--- config.mk ---
export PLATFORM = sky130hd
export DESIGN_NAME = crs_top
export DESIGN_NICKNAME = d
export VERILOG_FILES = /design/src/hdl/crs_pkg.sv /design/src/hdl/crs_top.sv
export VERILOG_INCLUDE_DIRS = /design/src /design/src/hdl
export SDC_FILE = /design/constraint.sdc
export NUM_CORES = 1
export LEC_CHECK = 0
export ABC_AREA = 1
export BUFFER_PORTS_ARGS = -buffer_cell sky130_fd_sc_hd__clkbuf_2
export CORE_ASPECT_RATIO = 0.6
export CORE_MARGIN = 5
export CORE_UTILIZATION = 40
export DETAILED_ROUTE_END_ITERATION = 10
export MAX_ROUTING_LAYER = met4
export PLACE_DENSITY = 0.71
export SETUP_SLACK_MARGIN = 0.3
export SYNTH_ARGS = -nofsm -noshare
export SYNTH_HDL_FRONTEND = slang
export SYNTH_SLANG_ARGS = --single-unit
--- constraint.sdc ---
create_clock -name clk_i -period 2.15 [get_ports clk_i]
set_input_delay 0.43 -clock clk_i [delete_from_list [all_inputs] [get_ports clk_i]]
set_output_delay 0.43 -clock clk_i [all_outputs]
set_load 0.1 [all_outputs]
--- src/hdl/crs_map.svh ---
// Register offsets, field positions and reset values of the CRC scanner
`ifndef CRS_MAP_SVH
`define CRS_MAP_SVH
// ****************************************************************
// Register byte offsets
// ****************************************************************
`define CRS_OFF_DATA_LOW    12'h000
`define CRS_OFF_DATA_HIGH   12'h004
`define CRS_OFF_ACC_HIGH    12'h008
`define CRS_OFF_ACC_LOW     12'h00c
`define CRS_OFF_SHIFT_HIGH  12'h010
`define CRS_OFF_SHIFT_LOW   12'h014
`define CRS_OFF_TAPS_HIGH   12'h018
`define CRS_OFF_TAPS_LOW    12'h01c
`define CRS_OFF_SCAN_CTRL   12'h020
`define CRS_OFF_CUR_HIGH    12'h024
`define CRS_OFF_CUR_LOW     12'h028
`define CRS_OFF_END_HIGH    12'h02c
`define CRS_OFF_END_LOW     12'h030
`define CRS_OFF_CRC_CTRL    12'h034
`define CRS_OFF_CRC_LEN     12'h038
// ****************************************************************
// Scanner control fields
// ****************************************************************
`define CRS_SC_EN           7
`define CRS_SC_GO           6
`define CRS_SC_BUSY         5
`define CRS_SC_INVALID      4
`define CRS_SC_INTERRUPT_MANAGEMENT         3
// ****************************************************************
// CRC control fields
// ****************************************************************
`define CRS_CC_EN           7
`define CRS_CC_GO           6
`define CRS_CC_BUSY         5
`define CRS_CC_ZERO_AUGMENT_MODE         4
`define CRS_CC_SHIFT_DIRECTION       1
`define CRS_CC_FULL         0
// ****************************************************************
// Reset values and sizes
// ****************************************************************
`define CRS_RST_BYTE        8'h00
`define CRS_RST_WORD        16'h0000
`define CRS_MEM_WORDS       17'h04000
`endif

--- src/hdl/crs_pkg.sv ---
// Types shared by the CRC scanner
package crs_pkg;
  // ****************************************************************
  // Scanner access modes and fetch states
  // ****************************************************************
  typedef enum logic [1:0] {
    CRS_MODE_CONCURRENT = 2'h0,
    CRS_MODE_BURST      = 2'h1,
    CRS_MODE_PEEK       = 2'h2,
    CRS_MODE_TRIGGERED  = 2'h3
  } crs_mode_t;

  typedef enum logic [1:0] {
    CRS_ST_IDLE  = 2'b01,
    CRS_ST_FETCH = 2'b10
  } crs_scan_st_t;

  // ****************************************************************
  // Whole state of the block
  // ****************************************************************
  typedef struct packed {
    crs_scan_st_t scan_st;
    logic         scan_en;
    logic         scan_go_a;
    logic         interrupt_management;
    crs_mode_t    mode;
    logic         trig_pend;
    logic [15:0]  scan_current_address;
    logic [15:0]  scan_end_address;
    logic [15:0]  crc_input_word;
    logic         full;
    logic [15:0]  shifter;
    logic [4:0]   bit_cnt;
    logic [15:0]  crc_accumulator;
    logic [15:1]  taps;
    logic [3:0]   data_length_field;
    logic [3:0]   polynomial_length_field;
    logic         shift_direction;
    logic         zero_augment_mode;
    logic         crc_en;
    logic         crc_shift_start;
    logic [31:0]  prdata;
    logic         pslverr;
  } crs_state_t;
endpackage : crs_pkg

--- src/hdl/crs_top.sv ---
// CRC engine with program memory scanner and APB register slave
// Operation
// - Writing data low byte loads pending word toward the shifter
// - Accumulator bytes read and write the accumulator; reset zero
// - Shifter bytes are read-only, show shifter, reset zero
// - Tap bits 15..1 enable feedback XOR; bit 0 reads one
// - Scanner enable runs scanner; clearing resets its state machine
// - Clearing scanner enable leaves all other registers unchanged; the pending trigger clears
// - With go set, each CRC ready fetches one word per mode
// - Hardware clears go when current passes end and no fetch
// - Concurrent/triggered with management: interrupts mask go
// - Burst stalls CPU; management masks go; peek ignores it
// - Busy reads one while fetching or while go is effective and CRC signals ready
// - Invalid flags a current address beyond program memory
// - Current address holds start and increments per fetch
// - Address writes ignored while go is set
// - End address bounds the scan range
// - Length fields hold data length and poly order minus one
// - Full reads one while a word waits for the shifter
// - Shift direction set sends LSB first, clear MSB first
// - Augment mode set feeds data behind zeros
`timescale 1ns/1ps
`include "crs_map.svh"

module crs_top #(
  parameter logic [16:0] MEM_WORDS = `CRS_MEM_WORDS
) (
  input  wire logic        clk_i,
  input  wire logic        reset_n_i,
  input  wire logic        psel_i,
  input  wire logic        penable_i,
  input  wire logic        pwrite_i,
  input  wire logic [11:0] paddr_i,
  input  wire logic [31:0] pwdata_i,
  output logic      [31:0] prdata_o,
  output logic             pready_o,
  output logic             pslverr_o,
  output logic             mem_req_o,
  output logic      [15:0] mem_addr_o,
  input  wire logic        mem_ack_i,
  input  wire logic [15:0] mem_data_i,
  input  wire logic        mem_idle_i,
  input  wire logic        trigger_i,
  input  wire logic        irq_active_i,
  output logic             cpu_stall_o,
  output logic             crc_busy_o
);
  // ****************************************************************
  // State and decode
  // ****************************************************************
  crs_pkg::crs_state_t q;
  crs_pkg::crs_state_t d;
  logic        wr;
  logic        setup;
  logic        go_eff;
  logic        crc_ready;
  logic        slot;
  logic        start;
  logic        done;
  logic        busy;
  logic        invalid;
  logic        past_end;
  logic        step;
  logic        dbit;
  logic        fb;
  logic [16:0] pmask;
  logic [15:0] acc_n;
  logic [7:0]  sc_rd;
  logic [7:0]  cc_rd;
  logic [31:0] rdata;
  logic        hit;

  assign wr    = psel_i & penable_i & pwrite_i;
  assign setup = psel_i & ~penable_i;

  // Interrupt masking of go; peek mode ignores management
  assign go_eff = q.scan_en & q.scan_go_a &
                  ~(q.interrupt_management & irq_active_i &
                    (q.mode != crs_pkg::CRS_MODE_PEEK));
  assign crc_ready = q.crc_en & ~q.full;
  always_comb begin
    unique case (q.mode)
      crs_pkg::CRS_MODE_BURST:     slot = 1'b1;
      crs_pkg::CRS_MODE_TRIGGERED: slot = q.trig_pend;
      crs_pkg::CRS_MODE_PEEK:      slot = mem_idle_i;
      crs_pkg::CRS_MODE_CONCURRENT: slot = mem_idle_i;
    endcase
  end
  assign past_end = q.scan_current_address > q.scan_end_address;
  assign start = (q.scan_st == crs_pkg::CRS_ST_IDLE) & go_eff &
                 crc_ready & slot & ~past_end;
  assign done  = (q.scan_st == crs_pkg::CRS_ST_FETCH) & mem_ack_i;
  assign busy  = (q.scan_st == crs_pkg::CRS_ST_FETCH) |
                 (go_eff & crc_ready);
  assign invalid = {1'b0, q.scan_current_address} >= MEM_WORDS;

  // ****************************************************************
  // CRC bit step
  // ****************************************************************
  assign step  = q.crc_en & q.crc_shift_start & (q.bit_cnt != 5'h00);
  assign dbit  = q.shift_direction ? q.shifter[0] :
                 q.shifter[q.data_length_field];
  assign pmask = (17'h00002 << q.polynomial_length_field) - 17'h00001;
  always_comb begin
    if (q.zero_augment_mode) begin
      fb    = q.crc_accumulator[q.polynomial_length_field];
      acc_n = {q.crc_accumulator[14:0], dbit};
    end else begin
      fb    = q.crc_accumulator[q.polynomial_length_field] ^ dbit;
      acc_n = {q.crc_accumulator[14:0], 1'b0};
    end
    if (fb) begin
      acc_n = acc_n ^ {q.taps, 1'b1};
    end
    acc_n = acc_n & pmask[15:0];
  end

  // ****************************************************************
  // Read mux
  // ****************************************************************
  assign sc_rd = {q.scan_en, q.scan_go_a, busy, invalid,
                  q.interrupt_management, 1'b0, q.mode};
  assign cc_rd = {q.crc_en, q.crc_shift_start,
                  q.full | (q.bit_cnt != 5'h00), q.zero_augment_mode,
                  2'b00, q.shift_direction, q.full};
  always_comb begin
    rdata = 32'h0000_0000;
    hit   = 1'b1;
    unique case (paddr_i)
      `CRS_OFF_DATA_LOW:   rdata[7:0] = q.crc_input_word[7:0];
      `CRS_OFF_DATA_HIGH:  rdata[7:0] = q.crc_input_word[15:8];
      `CRS_OFF_ACC_HIGH:   rdata[7:0] = q.crc_accumulator[15:8];
      `CRS_OFF_ACC_LOW:    rdata[7:0] = q.crc_accumulator[7:0];
      `CRS_OFF_SHIFT_HIGH: rdata[7:0] = q.shifter[15:8];
      `CRS_OFF_SHIFT_LOW:  rdata[7:0] = q.shifter[7:0];
      `CRS_OFF_TAPS_HIGH:  rdata[7:0] = q.taps[15:8];
      `CRS_OFF_TAPS_LOW:   rdata[7:0] = {q.taps[7:1], 1'b1};
      `CRS_OFF_SCAN_CTRL:  rdata[7:0] = sc_rd;
      `CRS_OFF_CUR_HIGH:   rdata[7:0] = q.scan_current_address[15:8];
      `CRS_OFF_CUR_LOW:    rdata[7:0] = q.scan_current_address[7:0];
      `CRS_OFF_END_HIGH:   rdata[7:0] = q.scan_end_address[15:8];
      `CRS_OFF_END_LOW:    rdata[7:0] = q.scan_end_address[7:0];
      `CRS_OFF_CRC_CTRL:   rdata[7:0] = cc_rd;
      `CRS_OFF_CRC_LEN:    rdata[7:0] = {q.data_length_field,
                                         q.polynomial_length_field};
      default:             hit = 1'b0;
    endcase
  end

  // ****************************************************************
  // Next state
  // ****************************************************************
  always_comb begin
    d = q;
    // APB read data and error are captured in the setup cycle
    if (setup) begin
      d.prdata  = rdata;
      d.pslverr = ~hit;
    end
    // Trigger events latch until a fetch start in any mode consumes them
    if (start) begin
      d.trig_pend = 1'b0;
    end
    if (trigger_i) begin
      d.trig_pend = 1'b1;
    end
    // Scanner fetch machine
    unique case (q.scan_st)
      crs_pkg::CRS_ST_IDLE: begin
        if (start) begin
          d.scan_st = crs_pkg::CRS_ST_FETCH;
        end else if (q.scan_go_a & past_end) begin
          d.scan_go_a = 1'b0;
        end
      end
      crs_pkg::CRS_ST_FETCH: begin
        if (mem_ack_i) begin
          d.scan_st = crs_pkg::CRS_ST_IDLE;
          d.crc_input_word = mem_data_i;
          d.full = 1'b1;
          d.scan_current_address = q.scan_current_address + 16'h0001;
        end
      end
    endcase
    // CRC shifter: load pending word, then one bit per cycle
    if (q.crc_en & q.crc_shift_start & (q.bit_cnt == 5'h00) & q.full) begin
      d.shifter = q.crc_input_word;
      d.bit_cnt = {1'b0, q.data_length_field} + 5'h01;
      d.full    = done;
    end else if (step) begin
      d.shifter = q.shift_direction ? {1'b0, q.shifter[15:1]} :
                                      {q.shifter[14:0], 1'b0};
      d.bit_cnt = q.bit_cnt - 5'h01;
      d.crc_accumulator = acc_n;
    end
    // Register writes take effect at the access phase
    if (wr) begin
      unique case (paddr_i)
        `CRS_OFF_DATA_LOW: begin
          d.crc_input_word[7:0] = pwdata_i[7:0];
          d.full = 1'b1;
        end
        `CRS_OFF_DATA_HIGH: d.crc_input_word[15:8] = pwdata_i[7:0];
        `CRS_OFF_ACC_HIGH:
          d.crc_accumulator[15:8] = pwdata_i[7:0];
        `CRS_OFF_ACC_LOW:
          d.crc_accumulator[7:0] = pwdata_i[7:0];
        `CRS_OFF_TAPS_HIGH: d.taps[15:8] = pwdata_i[7:0];
        `CRS_OFF_TAPS_LOW:  d.taps[7:1] = pwdata_i[7:1];
        `CRS_OFF_SCAN_CTRL: begin
          d.scan_en = pwdata_i[`CRS_SC_EN];
          // A hardware end-of-range clear loses to a software set
          d.scan_go_a = pwdata_i[`CRS_SC_GO];
          d.interrupt_management = pwdata_i[`CRS_SC_INTERRUPT_MANAGEMENT];
          d.mode = crs_pkg::crs_mode_t'(pwdata_i[1:0]);
        end
        `CRS_OFF_CUR_HIGH: if (!q.scan_go_a) begin
          d.scan_current_address[15:8] = pwdata_i[7:0];
        end
        `CRS_OFF_CUR_LOW: if (!q.scan_go_a) begin
          d.scan_current_address[7:0] = pwdata_i[7:0];
        end
        `CRS_OFF_END_HIGH: if (!q.scan_go_a) begin
          d.scan_end_address[15:8] = pwdata_i[7:0];
        end
        `CRS_OFF_END_LOW: if (!q.scan_go_a) begin
          d.scan_end_address[7:0] = pwdata_i[7:0];
        end
        `CRS_OFF_CRC_CTRL: begin
          d.crc_en = pwdata_i[`CRS_CC_EN];
          d.crc_shift_start = pwdata_i[`CRS_CC_GO];
          d.zero_augment_mode = pwdata_i[`CRS_CC_ZERO_AUGMENT_MODE];
          d.shift_direction = pwdata_i[`CRS_CC_SHIFT_DIRECTION];
        end
        `CRS_OFF_CRC_LEN: begin
          d.data_length_field = pwdata_i[7:4];
          d.polynomial_length_field = pwdata_i[3:0];
        end
        default: ;
      endcase
    end
    // Disabled scanner: its machine state returns to idle and the pending trigger clears
    if (!d.scan_en) begin
      d.scan_st   = crs_pkg::CRS_ST_IDLE;
      d.trig_pend = 1'b0;
    end
  end

  always_ff @(posedge clk_i or negedge reset_n_i) begin
    if (!reset_n_i) begin
      q <= '0;
      q.scan_st <= crs_pkg::CRS_ST_IDLE;
      q.mode <= crs_pkg::CRS_MODE_CONCURRENT;
      q.crc_accumulator <= `CRS_RST_WORD;
      q.shifter <= `CRS_RST_WORD;
    end else begin
      q <= d;
    end
  end

  // ****************************************************************
  // Outputs
  // ****************************************************************
  assign prdata_o    = q.prdata;
  assign pready_o    = psel_i & penable_i;
  assign pslverr_o   = psel_i & penable_i & q.pslverr;
  assign mem_req_o   = q.scan_st == crs_pkg::CRS_ST_FETCH;
  assign mem_addr_o  = q.scan_current_address;
  assign cpu_stall_o = go_eff & ~past_end &
                       (q.mode == crs_pkg::CRS_MODE_BURST);
  assign crc_busy_o  = q.full | (q.bit_cnt != 5'h00);
endmodule : crs_top

Yosys cells after proc, flatten, opt, wreduce, memory -nomap -nowiden

Cells that the tools add are included.

Register bits after elaboration: 130

$add $sub $neg: 4
$lt $le $gt $ge: 4
Equal/unequal tests: 23
Shift-type cells: 1
Multiplexer cells: 50
Bitwise logic cells: 33
Reductions and logical operators: 15

Operator list:

| cell                                                                 | number |
|---|---|
| case mux 8 bit (15 select lines)                                     | 1 |
| 2-to-1 mux 8 bit                                                     | 13 |
| == test 12 x 6 -> 1 bit (second input constant)                      | 7 |
| 2-to-1 mux 16 bit                                                    | 5 |
| 2-to-1 mux 49 bit                                                    | 1 |
| == test 12 x 5 -> 1 bit (second input constant)                      | 4 |
| 2-to-1 mux 43 bit                                                    | 1 |
| 2-to-1 mux 37 bit                                                    | 1 |
| 2-to-1 mux 17 bit                                                    | 2 |
| == test 12 x 4 -> 1 bit (second input constant)                      | 2 |
| bitwise AND 1 bit                                                    | 22 |
| 2-to-1 mux 21 bit                                                    | 1 |
| adder 16 x 1 -> 16 bit (second input constant)                       | 1 |
| bitwise AND 16 bit                                                   | 1 |
| greater-or-equal comparator 16 x 15 -> 1 bit (second input constant) | 1 |
| greater-than comparator 16 bit                                       | 1 |
| << shifter 2 x 4 -> 16 bit (first input constant)                    | 1 |
| subtractor 16 x 1 -> 16 bit (second input constant)                  | 1 |
| XOR 16 bit                                                           | 1 |
| OR reduction 15 bit                                                  | 1 |
| 2-to-1 mux 1 bit                                                     | 13 |
| == test 12 x 3 -> 1 bit (second input constant)                      | 1 |
| zero test 12 bit                                                     | 1 |
| AND reduction 2 bit                                                  | 6 |
| other kinds (25)                                                     | 41 |

Logic depth before layout (Yosys ltp)

Gate-level depths: netlist of the first run.

Word-level depth: 14
Gate-level depth with buffers: 16
Gate-level depth less buffers: 15

Worst setup path after synthesis of the first run

No wires, ideal clock.

Kind: register to register
From: register q[152] (netlist name)
To: register q, in the netlist mem_addr_o[12]
Arrival: 2896 ps
Data required time: 2033 ps
Setup slack: -863 ps
Stages on the path, launching flop included: 10
Buffers on the path: 0
Cells stage by stage: dfstp_2 -> nor2_1 -> nand2_1 -> nor3_1 -> nand2_1 -> nor4_2 -> nand2_1 -> xor2_1 -> o21ai_1 -> inv_1

RTL lines:

| item        | RTL line      | source |
|---|---|---|
| from (decl) | crs_top.sv:51 | `crs_pkg::crs_state_t q;` |

Worst setup path after layout of the first run

From: register q, in the netlist mem_addr_o[1]
To: output cpu_stall_o

Longest elaborated chain between the ends: 4

RTL lines:

| item                            | RTL line       | source |
|---|---|---|
| greater-than comparator 16 bit  | crs_top.sv:89  | `assign past_end = q.scan_current_address > q.scan_end_address;` |
| inverter 1 bit                  | crs_top.sv:269 | `assign cpu_stall_o = go_eff & ~past_end &` |
| bitwise AND 1 bit (2 in series) | crs_top.sv:269 |  |
| to (decl)                       | crs_top.sv:45  | `output logic cpu_stall_o,` |

Every way passes these cells.

==> results of run 1 <==
[layout make-up]
| class | instances | area share [%] |
|---|---|---|
| inverters | 162 | 5.433 |
| well taps | 279 | 2.866 |
| repair inverters | 1 | 0.09244 |
| diodes | 3 | 0.06163 |
| multi-input cells | 887 | 44.58 |
| repair buffers | 220 | 15.04 |
| flip-flops and latches | 130 | 26.79 |
| clock buffers | 19 | 3.636 |
| clock inverters | 13 | 1.510 |
[sequential cells by signal, indices dropped and copies added, names as in the netlist]
name and count:
mem_addr_o 16, q 101, prdata_o 8, cc_rd 5
[cell usage in the layout (no fill, tap or decap), types with 28 or more instances in the layout]
master,instances
clkbuf_2,54
nand3_1,55
nand2_2,56
buf_6,33
nand3_2,28
nand2_1,248
nor2_1,97
o21ai_0,97
buf_4,103
o22ai_1,35
inv_1,137
dfrtp_1,122
[what timing repair did]
item | in CTS | in global routing
buffers inserted | 26 | 14
gates resized for setup | 184 | 157
endpoints found under the hold margin | 40 | 0
hold buffers | 1 | 0
pin swaps | 29 | 53
cloned | 5 | 4
setup endpoints to repair | 59 | 77
[critical path, stage by stage (launching register included)]
cell and delay, ns:
dfrtp_2 0.47, ha_4 0.30, inv_2 0.03, nor2_1 0.08, nor2_1 0.05, o21a_1 0.17, o221ai_2 0.13, nand2_1 0.07
nand2_1 0.07, nand2_2 0.08, and3_4 0.18, buf_12 0.16
[how the worst min path moves through the flow]
stage                        start             to  slack (ns)  cells after the start
floorplan                reset_n_i       cc_rd[0]        0.13                      0
global placement         reset_n_i  mem_addr_o[5]        0.40                      1
detailed placement       reset_n_i  mem_addr_o[5]        0.40                      1
CTS                 mem_data_i[10]         q[108]        0.25                      3
global route        mem_data_i[10]         q[108]        0.28                      3
finish              mem_data_i[10]         q[108]        0.26                      3
[cell families (layout without fill, tap and decap cells)]
kind of cell | count (synthesis) | after routing | share of synthesized area, %
adders and majority gates | 20 | 20 | 2.896
other | 1 | 27 | 0.04339
and+or+nand+nor | 573 | 574 | 27.60
DFF | 130 | 130 | 37.66
AOI/OAI and AO/OA | 244 | 244 | 16.11
xor gates and xnor gates | 25 | 25 | 2.534
buffers and inverters | 244 | 415 | 13.16
[layer usage]
layer  vias to the layer above  global-route usage [%]  routed length, um
met5                         -                       -                  0
met4                         0                   6.489                758
met3                        76                   14.92               6344
met2                       635                   36.74              13820
met1                      4581                   45.37              16970
li1                       4358                       -                  -
[where the power goes]
part | leakage (nW) | switching [mW] | internal [mW]
Sequential | 1.65 | 0.275 | 2.71
Clock | 0.299 | 1.22 | 1.97
Combinational | 3.90 | 2.21 | 0.808
[metrics by stage]
step	hold slack, ns	worst slack, ns
after CTS	0.2466	-0.4616
after global placement	0.4015	-0.1235
after floorplan	0.1344	-0.03449
after global routing	0.2780	-0.5456
after detailed placement	0.4008	-0.1151
final	0.2637	-0.4799
==> flow_summary.ini, run 1 <==
[floorplan]
rows = 41
die_h_um = 123.9
die_w_um = 199.8
die_area_mm2 = 0.02474
start_util_pct = 40.89
core_area_mm2 = 0.02114
ios = 122

[layout]
multi_input_area_mm2 = 0.005430
register_area_mm2 = 0.003263
fin_cells = 1714
areaGrowthSynthToFinish_pct = 40.96
drive_above_1_share_pct = 34.64
final_area_mm2 = 0.01218
fin_nets = 1508
num-fill-cells = 1924
finalCoreUtilization_pct = 57.64

[worst_setup_path]
worstPathArrival_ns = 2.20
r2r_setup_slack_ns = -0.22
r2r_start = q[76]
required_ns = 1.72
reg2reg_depth = 15
r2r-end = prdata_o[5]
critPathLaunchType = flop
startpoint = mem_addr_o[1]
critPathKind = flop to output port
cp-end-kind = output port
endpoint = cpu_stall_o
critPathMaxFanout = 2

[cts]
insertion_delay_ns = 0.44
clk_path_buf_depth = 2
cts.reportedPaths.clkPinSlew_ns = 0.06
cts.htree.levels = 4
cts_tree = built
cts.sinks = 130
cts_made_buffers = 17
cts_root_buf = clkbuf_16

[placement]
port_buffers = 73
place_congestion = 1.042
dp_cells = 1629
dp_hpwl_mm = 27.35
dpl_cell_area_mm2 = 0.009912

[timing]
grt_setup_unrepaired = yes
slew_headroom_pct = 48.40
finalCritPeriodShare_pct = 122.3
hold_viol = 0
fin_setup_tns_ns = -1.032
tightestPinTransition_ns = 0.7732
setup_ws_ns = -0.4799
min_period_ns = 2.630
slew_violations = 0
fin_worst_skew_ns = 0.009347
fmax_mhz = 380.2
finalSetupViolCount = 3

[job]
drv_cap = 0

[synth]
ys_seq_area_share_pct = 37.66
synth_common_cells = nand2_1, inv_1, dfrtp_1
ys_seq_elements = 130
yosys.area.top_type = dfrtp_1
syn_area_per_cell_um2 = 6.986
ys_warn_count = 0
syn_area_mm2 = 0.008642
async_reset_ff_share_pct = 100.0
synthFlopType = dfrtp_1
synth-edff-count = 0
synth.most_common_cell = nand2_1
synth_top_area_share_pct = 37.35
synthDistinctLibCells = 47
synthCells = 1237
synth.area.top_cells = dfrtp_1, nand2_1, o21ai_0

[drt]
route.detailed.drc = 0
via_per_inst = 5.630
drt-initial-drc-count = 1195
drtAntennaViolNets = 0
wire_per_inst_um = 22.11
via_count = 9650
drt_first_pass_iters = 6
wl_mm = 37.89

[global_routing]
antenna_found_initial = 2
grt.total_usage_pct = 30.66
grt_pass1_wl_mm = 54.31
overflow = 0
grt_max_degree = 45
grt_pass1_vias = 8904

[pwr]
power.density_mw_per_mm2 = 755.4
vdd_drop_max_uv = 1604
power_mw = 9.202
power_leakage_nw = 5.846

[run_status]
violations = setup timing
outcome = finished with violations

[hold_path]
min_path_type = input port to flop
No activity file was read; power rests on OpenSTA's default activity.
==> inputs of run 2 (changes only) <==
Settings changed: SETUP_SLACK_MARGIN 0.3 to not set.
==> flow_summary.ini, run 2 (synthesis gave the netlist of run 1 again) <==
[run_status]
outcome = finished with violations
violations = setup timing

[floorplan]
start_util_pct = 40.89
die_h_um = 123.9
die_area_mm2 = 0.02474
rows = 41
core_area_mm2 = 0.02114
ios = 122
die_w_um = 199.8

[drt]
wire_per_inst_um = 21.02
route.detailed.drc = 0
drt-initial-drc-count = 1314
wl_mm = 35.16
via_per_inst = 5.560
drt_first_pass_iters = 6
drtAntennaViolNets = 0
via_count = 9302

[layout]
largest_reg_flops = 101
drive_above_1_share_pct = 19.68
regMostFlops = q
areaGrowthSynthToFinish_pct = 22.85
num-fill-cells = 2112
final_cell_mix = nand2_1, inv_1, dfrtp_1
fin_nets = 1468
layout_commonest_cell = nand2_1
finalCoreUtilization_pct = 50.23

[cts]
cts.reportedPaths.clkPinSlew_ns = 0.07
clk_path_buf_depth = 2
cts.sinks = 130
insertion_delay_ns = 0.44
cts_made_buffers = 17
cts_root_buf = clkbuf_16
cts_tree = built
cts.htree.levels = 4

[timing]
fmax_mhz = 379.0
min_period_ns = 2.638
setup_ws_ns = -0.4883
slew_violations = 0
slew_headroom_pct = 55.11
grt_setup_unrepaired = yes
fin_worst_skew_ns = 0.01354
whs_ns = 0.2301
finalSetupViolCount = 2
finalCritPeriodShare_pct = 122.7
hold_viol = 0
tightestPinTransition_ns = 0.6727

[global_routing]
grt.total_usage_pct = 29.39
overflow = 0
grt_pass1_vias = 8285
antenna_found_initial = 3
grt_max_degree = 49
grt_pass1_wl_mm = 52.07

[placement]
dp_hpwl_mm = 27.14
port_buffers = 73
place_congestion = 1.100

[worst_setup_path]
critPathKind = flop to output port
cp-end-kind = output port
worstPathArrival_ns = 2.21
reg2reg_depth = 13
critPathMaxFanout = 2
endpoint = cpu_stall_o
r2r_setup_slack_ns = 0.01
critPathLaunchType = flop
r2r_start = q[76]
required_ns = 1.72
startpoint = mem_addr_o[1]
r2r-end = prdata_o[5]

[pwr]
clkPwrFrac_pct = 33.8
combPwrFrac_pct = 31.6
p_int_mw = 4.989
power_leakage_nw = 5.136
vdd_drop_max_uv = 1189
switching_share_pct = 41.86
power_mw = 8.580
power.density_mw_per_mm2 = 808.2
p_seq_share_pct = 34.6
switchingPower_mw = 3.592

[job]
drv_cap = 0

[hold_path]
min_path_type = input port to flop
[run 2: worst min-delay path by stage]
stage          startpoint       endpoint  depth (start not counted)
2_1_floorplan   reset_n_i       cc_rd[0]                          0
5_1_grt         trigger_i         q[146]                          3
3_5_place_dp    reset_n_i  mem_addr_o[2]                          1
3_3_place_gp    reset_n_i  mem_addr_o[2]                          1
4_1_cts         trigger_i         q[146]                          3
6_report        trigger_i         q[146]                          3
[run 2: stage by stage]
stage | setup TNS (ns) | instance area (um^2) | setup WS (ns) | cells
finish | -0.7167 | 10620 | -0.4883 | 1673
global route | -0.9835 | 10620 | -0.5619 | 1673
global placement | -0.1218 | 9813 | -0.1129 | 1629
detailed placement | -0.1514 | 9813 | -0.1182 | 1629
CTS | -0.6806 | 10490 | -0.4659 | 1667
floorplan | -0.6011 | 8792 | -0.05805 | 1260
[run 2: what timing repair did]
item,in CTS,in global routing
endpoints found under the setup margin,2,27
resized for setup,11,27
pin swaps,7,7
gates cloned,0,2
hold buffers,1,0
endpoints found under the hold margin,44,0
buffers inserted,5,2
[run 2: per-layer routing]
layer / vias to the layer above / part of all wire [%] / global-route usage, %
met1: 4399 / 47 / 44.99
met4: 0 / 1.5 / 5.852
met5: - / 0 / -
met2: 582 / 36 / 34.74
li1: 4274 / - / -
met3: 47 / 16 / 12.76
[run 2: layout make-up]
cell class | count | area [um^2] | area share [%]
clock buffers | 18 | 439.2 | 4.137
well taps | 279 | 349.1 | 3.288
repair inverters | 2 | 15.01 | 0.1414
flip-flops and latches | 130 | 3257 | 30.68
clock inverters | 14 | 131.4 | 1.237
repair buffers | 180 | 1277 | 12.03
multi-input cells | 886 | 4514 | 42.52
inverters | 162 | 628.1 | 5.916
diodes | 2 | 5.005 | 0.04714
[run 2: power by group through the flow]
| stage | Sequential, mW | Combinational [mW] | Clock, mW |
|---|---|---|---|
| floorplan | 2.91 | 1.91 | 0 |
| global route | 2.98 | 2.89 | 3.01 |
| CTS | 2.95 | 2.62 | 2.90 |
| finish | 2.97 | 2.71 | 2.90 |
| detailed placement | 2.98 | 2.59 | 0 |
| global placement | 2.97 | 2.56 | 0 |
[run 2: critical path, cell delays in order (launching register included)]
cell and delay (ns):
dfrtp_2 0.46, ha_4 0.30, inv_2 0.03, nor2_2 0.06, nor2_1 0.04, o21a_1 0.17, o221ai_2 0.13, nand2_1 0.07
nand2_1 0.08, nand2_2 0.08, and3_4 0.17, buf_12 0.16
==> inputs of run 3 (changes only) <==
Settings changed: SKIP_LAST_GASP set to 1.
==> flow_summary.ini, run 3 (synthesis gave the netlist of run 1 again) <==
[run_status]
outcome = finished with violations
violations = setup timing

[layout]
largest_reg_flops = 101
fin_cells = 1673
drive_above_1_share_pct = 19.54
final_area_mm2 = 0.01060
fin_nets = 1468
final_cell_mix = nand2_1, inv_1, dfrtp_1
num-fill-cells = 2113
layout_commonest_cell = nand2_1
regMostFlops = q
areaGrowthSynthToFinish_pct = 22.66

[drt]
wl_mm = 35.07
via_count = 9315
route.detailed.drc = 0
wire_per_inst_um = 20.96
drtAntennaViolNets = 0
drt-initial-drc-count = 1443
drt_first_pass_iters = 6
via_per_inst = 5.568

[floorplan]
die_w_um = 199.8
start_util_pct = 40.89
ios = 122
die_h_um = 123.9
rows = 41
core_area_mm2 = 0.02114
die_area_mm2 = 0.02474

[placement]
dp_slack_ns = -0.1182
dpl_cell_area_mm2 = 0.009813
place_congestion = 1.100
dp_cells = 1629
dp_hpwl_mm = 27.14
port_buffers = 73

[pwr]
vdd_drop_max_uv = 1191
power.density_mw_per_mm2 = 808.1
power_leakage_nw = 5.134

[global_routing]
overflow = 0
grt_pass1_wl_mm = 52.00
grt_pass1_vias = 8286
grt.total_usage_pct = 29.35
grt_max_degree = 49
antenna_found_initial = 3

[cts]
cts.reportedPaths.clkPinSlew_ns = 0.07
cts_tree = built
cts.htree.levels = 4
cts_root_buf = clkbuf_16
insertion_delay_ns = 0.43
clk_path_buf_depth = 2
cts.sinks = 130
cts_made_buffers = 17

[worst_setup_path]
r2r-end = prdata_o[5]
worstPathArrival_ns = 2.20
critPathMostFrequentCell = nand2_1
critPathMaxFanout = 2
cp-end-kind = output port
path_buf_inv = 2
critPathKind = flop to output port
slowest_stage = dfrtp_2
r2r_setup_slack_ns = -0.01
required_ns = 1.72
critPathLaunchType = flop
r2r_start = q[76]
critPathMaxStageDelay_ns = 0.46
cp_top_family = simple AND/OR/NAND/NOR gates
reg2reg_depth = 13
crit_path_cell_trace = ha_4 -> inv_1 -> nor2_2 -> nor2_1 -> o21a_1 -> o221ai_2 -> nand2_1 -> nand2_1 -> nand2_2 -> and3_4 -> buf_12

[timing]
tightestPinTransition_ns = 0.6867
finalCritPeriodShare_pct = 122.3
grt_setup_unrepaired = yes
slew_headroom_pct = 54.17
fmax_mhz = 380.3
min_period_ns = 2.630
finalSetupViolCount = 3
hold_viol = 0
slew_violations = 0
setup_ws_ns = -0.4797
fin_worst_skew_ns = 0.01258
fin_setup_tns_ns = -0.7131

[hold_path]
hold_end = q[146]
holdCritStartpoint = trigger_i
min_path_type = input port to flop
whs_path_depth = 3

[job]
drv_cap = 0
run 3: stage by stage:
| stage | hold WS, ns | utilization (%) | power (mW) |
|---|---|---|---|
| after floorplan | 0.1344 | - | 4.819 |
| after global placement | 0.4198 | 46.43 | 5.532 |
| after detailed placement | 0.4067 | 46.43 | 5.571 |
| after CTS | 0.2267 | 49.57 | 8.462 |
| after global routing | 0.2514 | 50.15 | 8.881 |
| final | 0.2341 | 50.15 | 8.566 |
run 3: worst max-delay path by stage:
stage	startpoint	endpoint	slack [ns]	cells past startpoint
2_1_floorplan	psel_i	pslverr_o	-0.06	2
3_3_place_gp	q[125]	cpu_stall_o	-0.11	9
3_5_place_dp	q[125]	cpu_stall_o	-0.12	9
4_1_cts	mem_addr_o[1]	cpu_stall_o	-0.47	11
5_1_grt	mem_addr_o[1]	cpu_stall_o	-0.57	11
6_report	mem_addr_o[1]	cpu_stall_o	-0.48	11
run 3: worst reg2reg max path, cell delays in order, from the launching register on:
cell and delay [ns]:
dfrtp_1 0.39, inv_2 0.09, ha_4 0.13, inv_2 0.03
nor3_2 0.09, inv_1 0.08, or2_4 0.27, nor2_4 0.14
buf_6 0.12, o22ai_2 0.06, nor2_1 0.13, nand4_1 0.24
o21ai_2 0.23, nand2_1 0.06
run 3: area by class of cell:
type                            instances  area, um^2  share of cell area, %
Multi-Input combinational cell        886        4502                  42.47
Sequential cell                       130        3257                  30.72
Timing Repair Buffer                  180        1274                  12.02
Inverter                              162       628.1                  5.925
Clock buffer                           18       439.2                  4.143
Tap cell                              279       349.1                  3.293
Clock inverter                         14       131.4                  1.239
Timing Repair inverter                  2       15.01                 0.1416
Antenna cell                            2       5.005                0.04721
run 3: timing repair:
action,4_1_cts,5_1_grt
hold buffers,1,0
cloned,0,2
gates resized for setup,9,26
pin swaps,7,7
hold endpoints to repair,44,0
setup endpoints to repair,2,27
setup buffers,5,2
run 3: per-layer routing:
layer	vias up	part of all wire (%)	GRT usage, %
li1	4277	-	-
met1	4341	46	44.95
met2	648	36	34.57
met3	49	17	12.84
met4	0	1.5	5.852
met5	-	0	-
run 3: power by group:
part	internal [mW]	leakage (nW)	switching, mW
sequential	2.71	1.65	0.265
clock	1.63	0.269	1.26
combinational	0.642	3.21	2.06
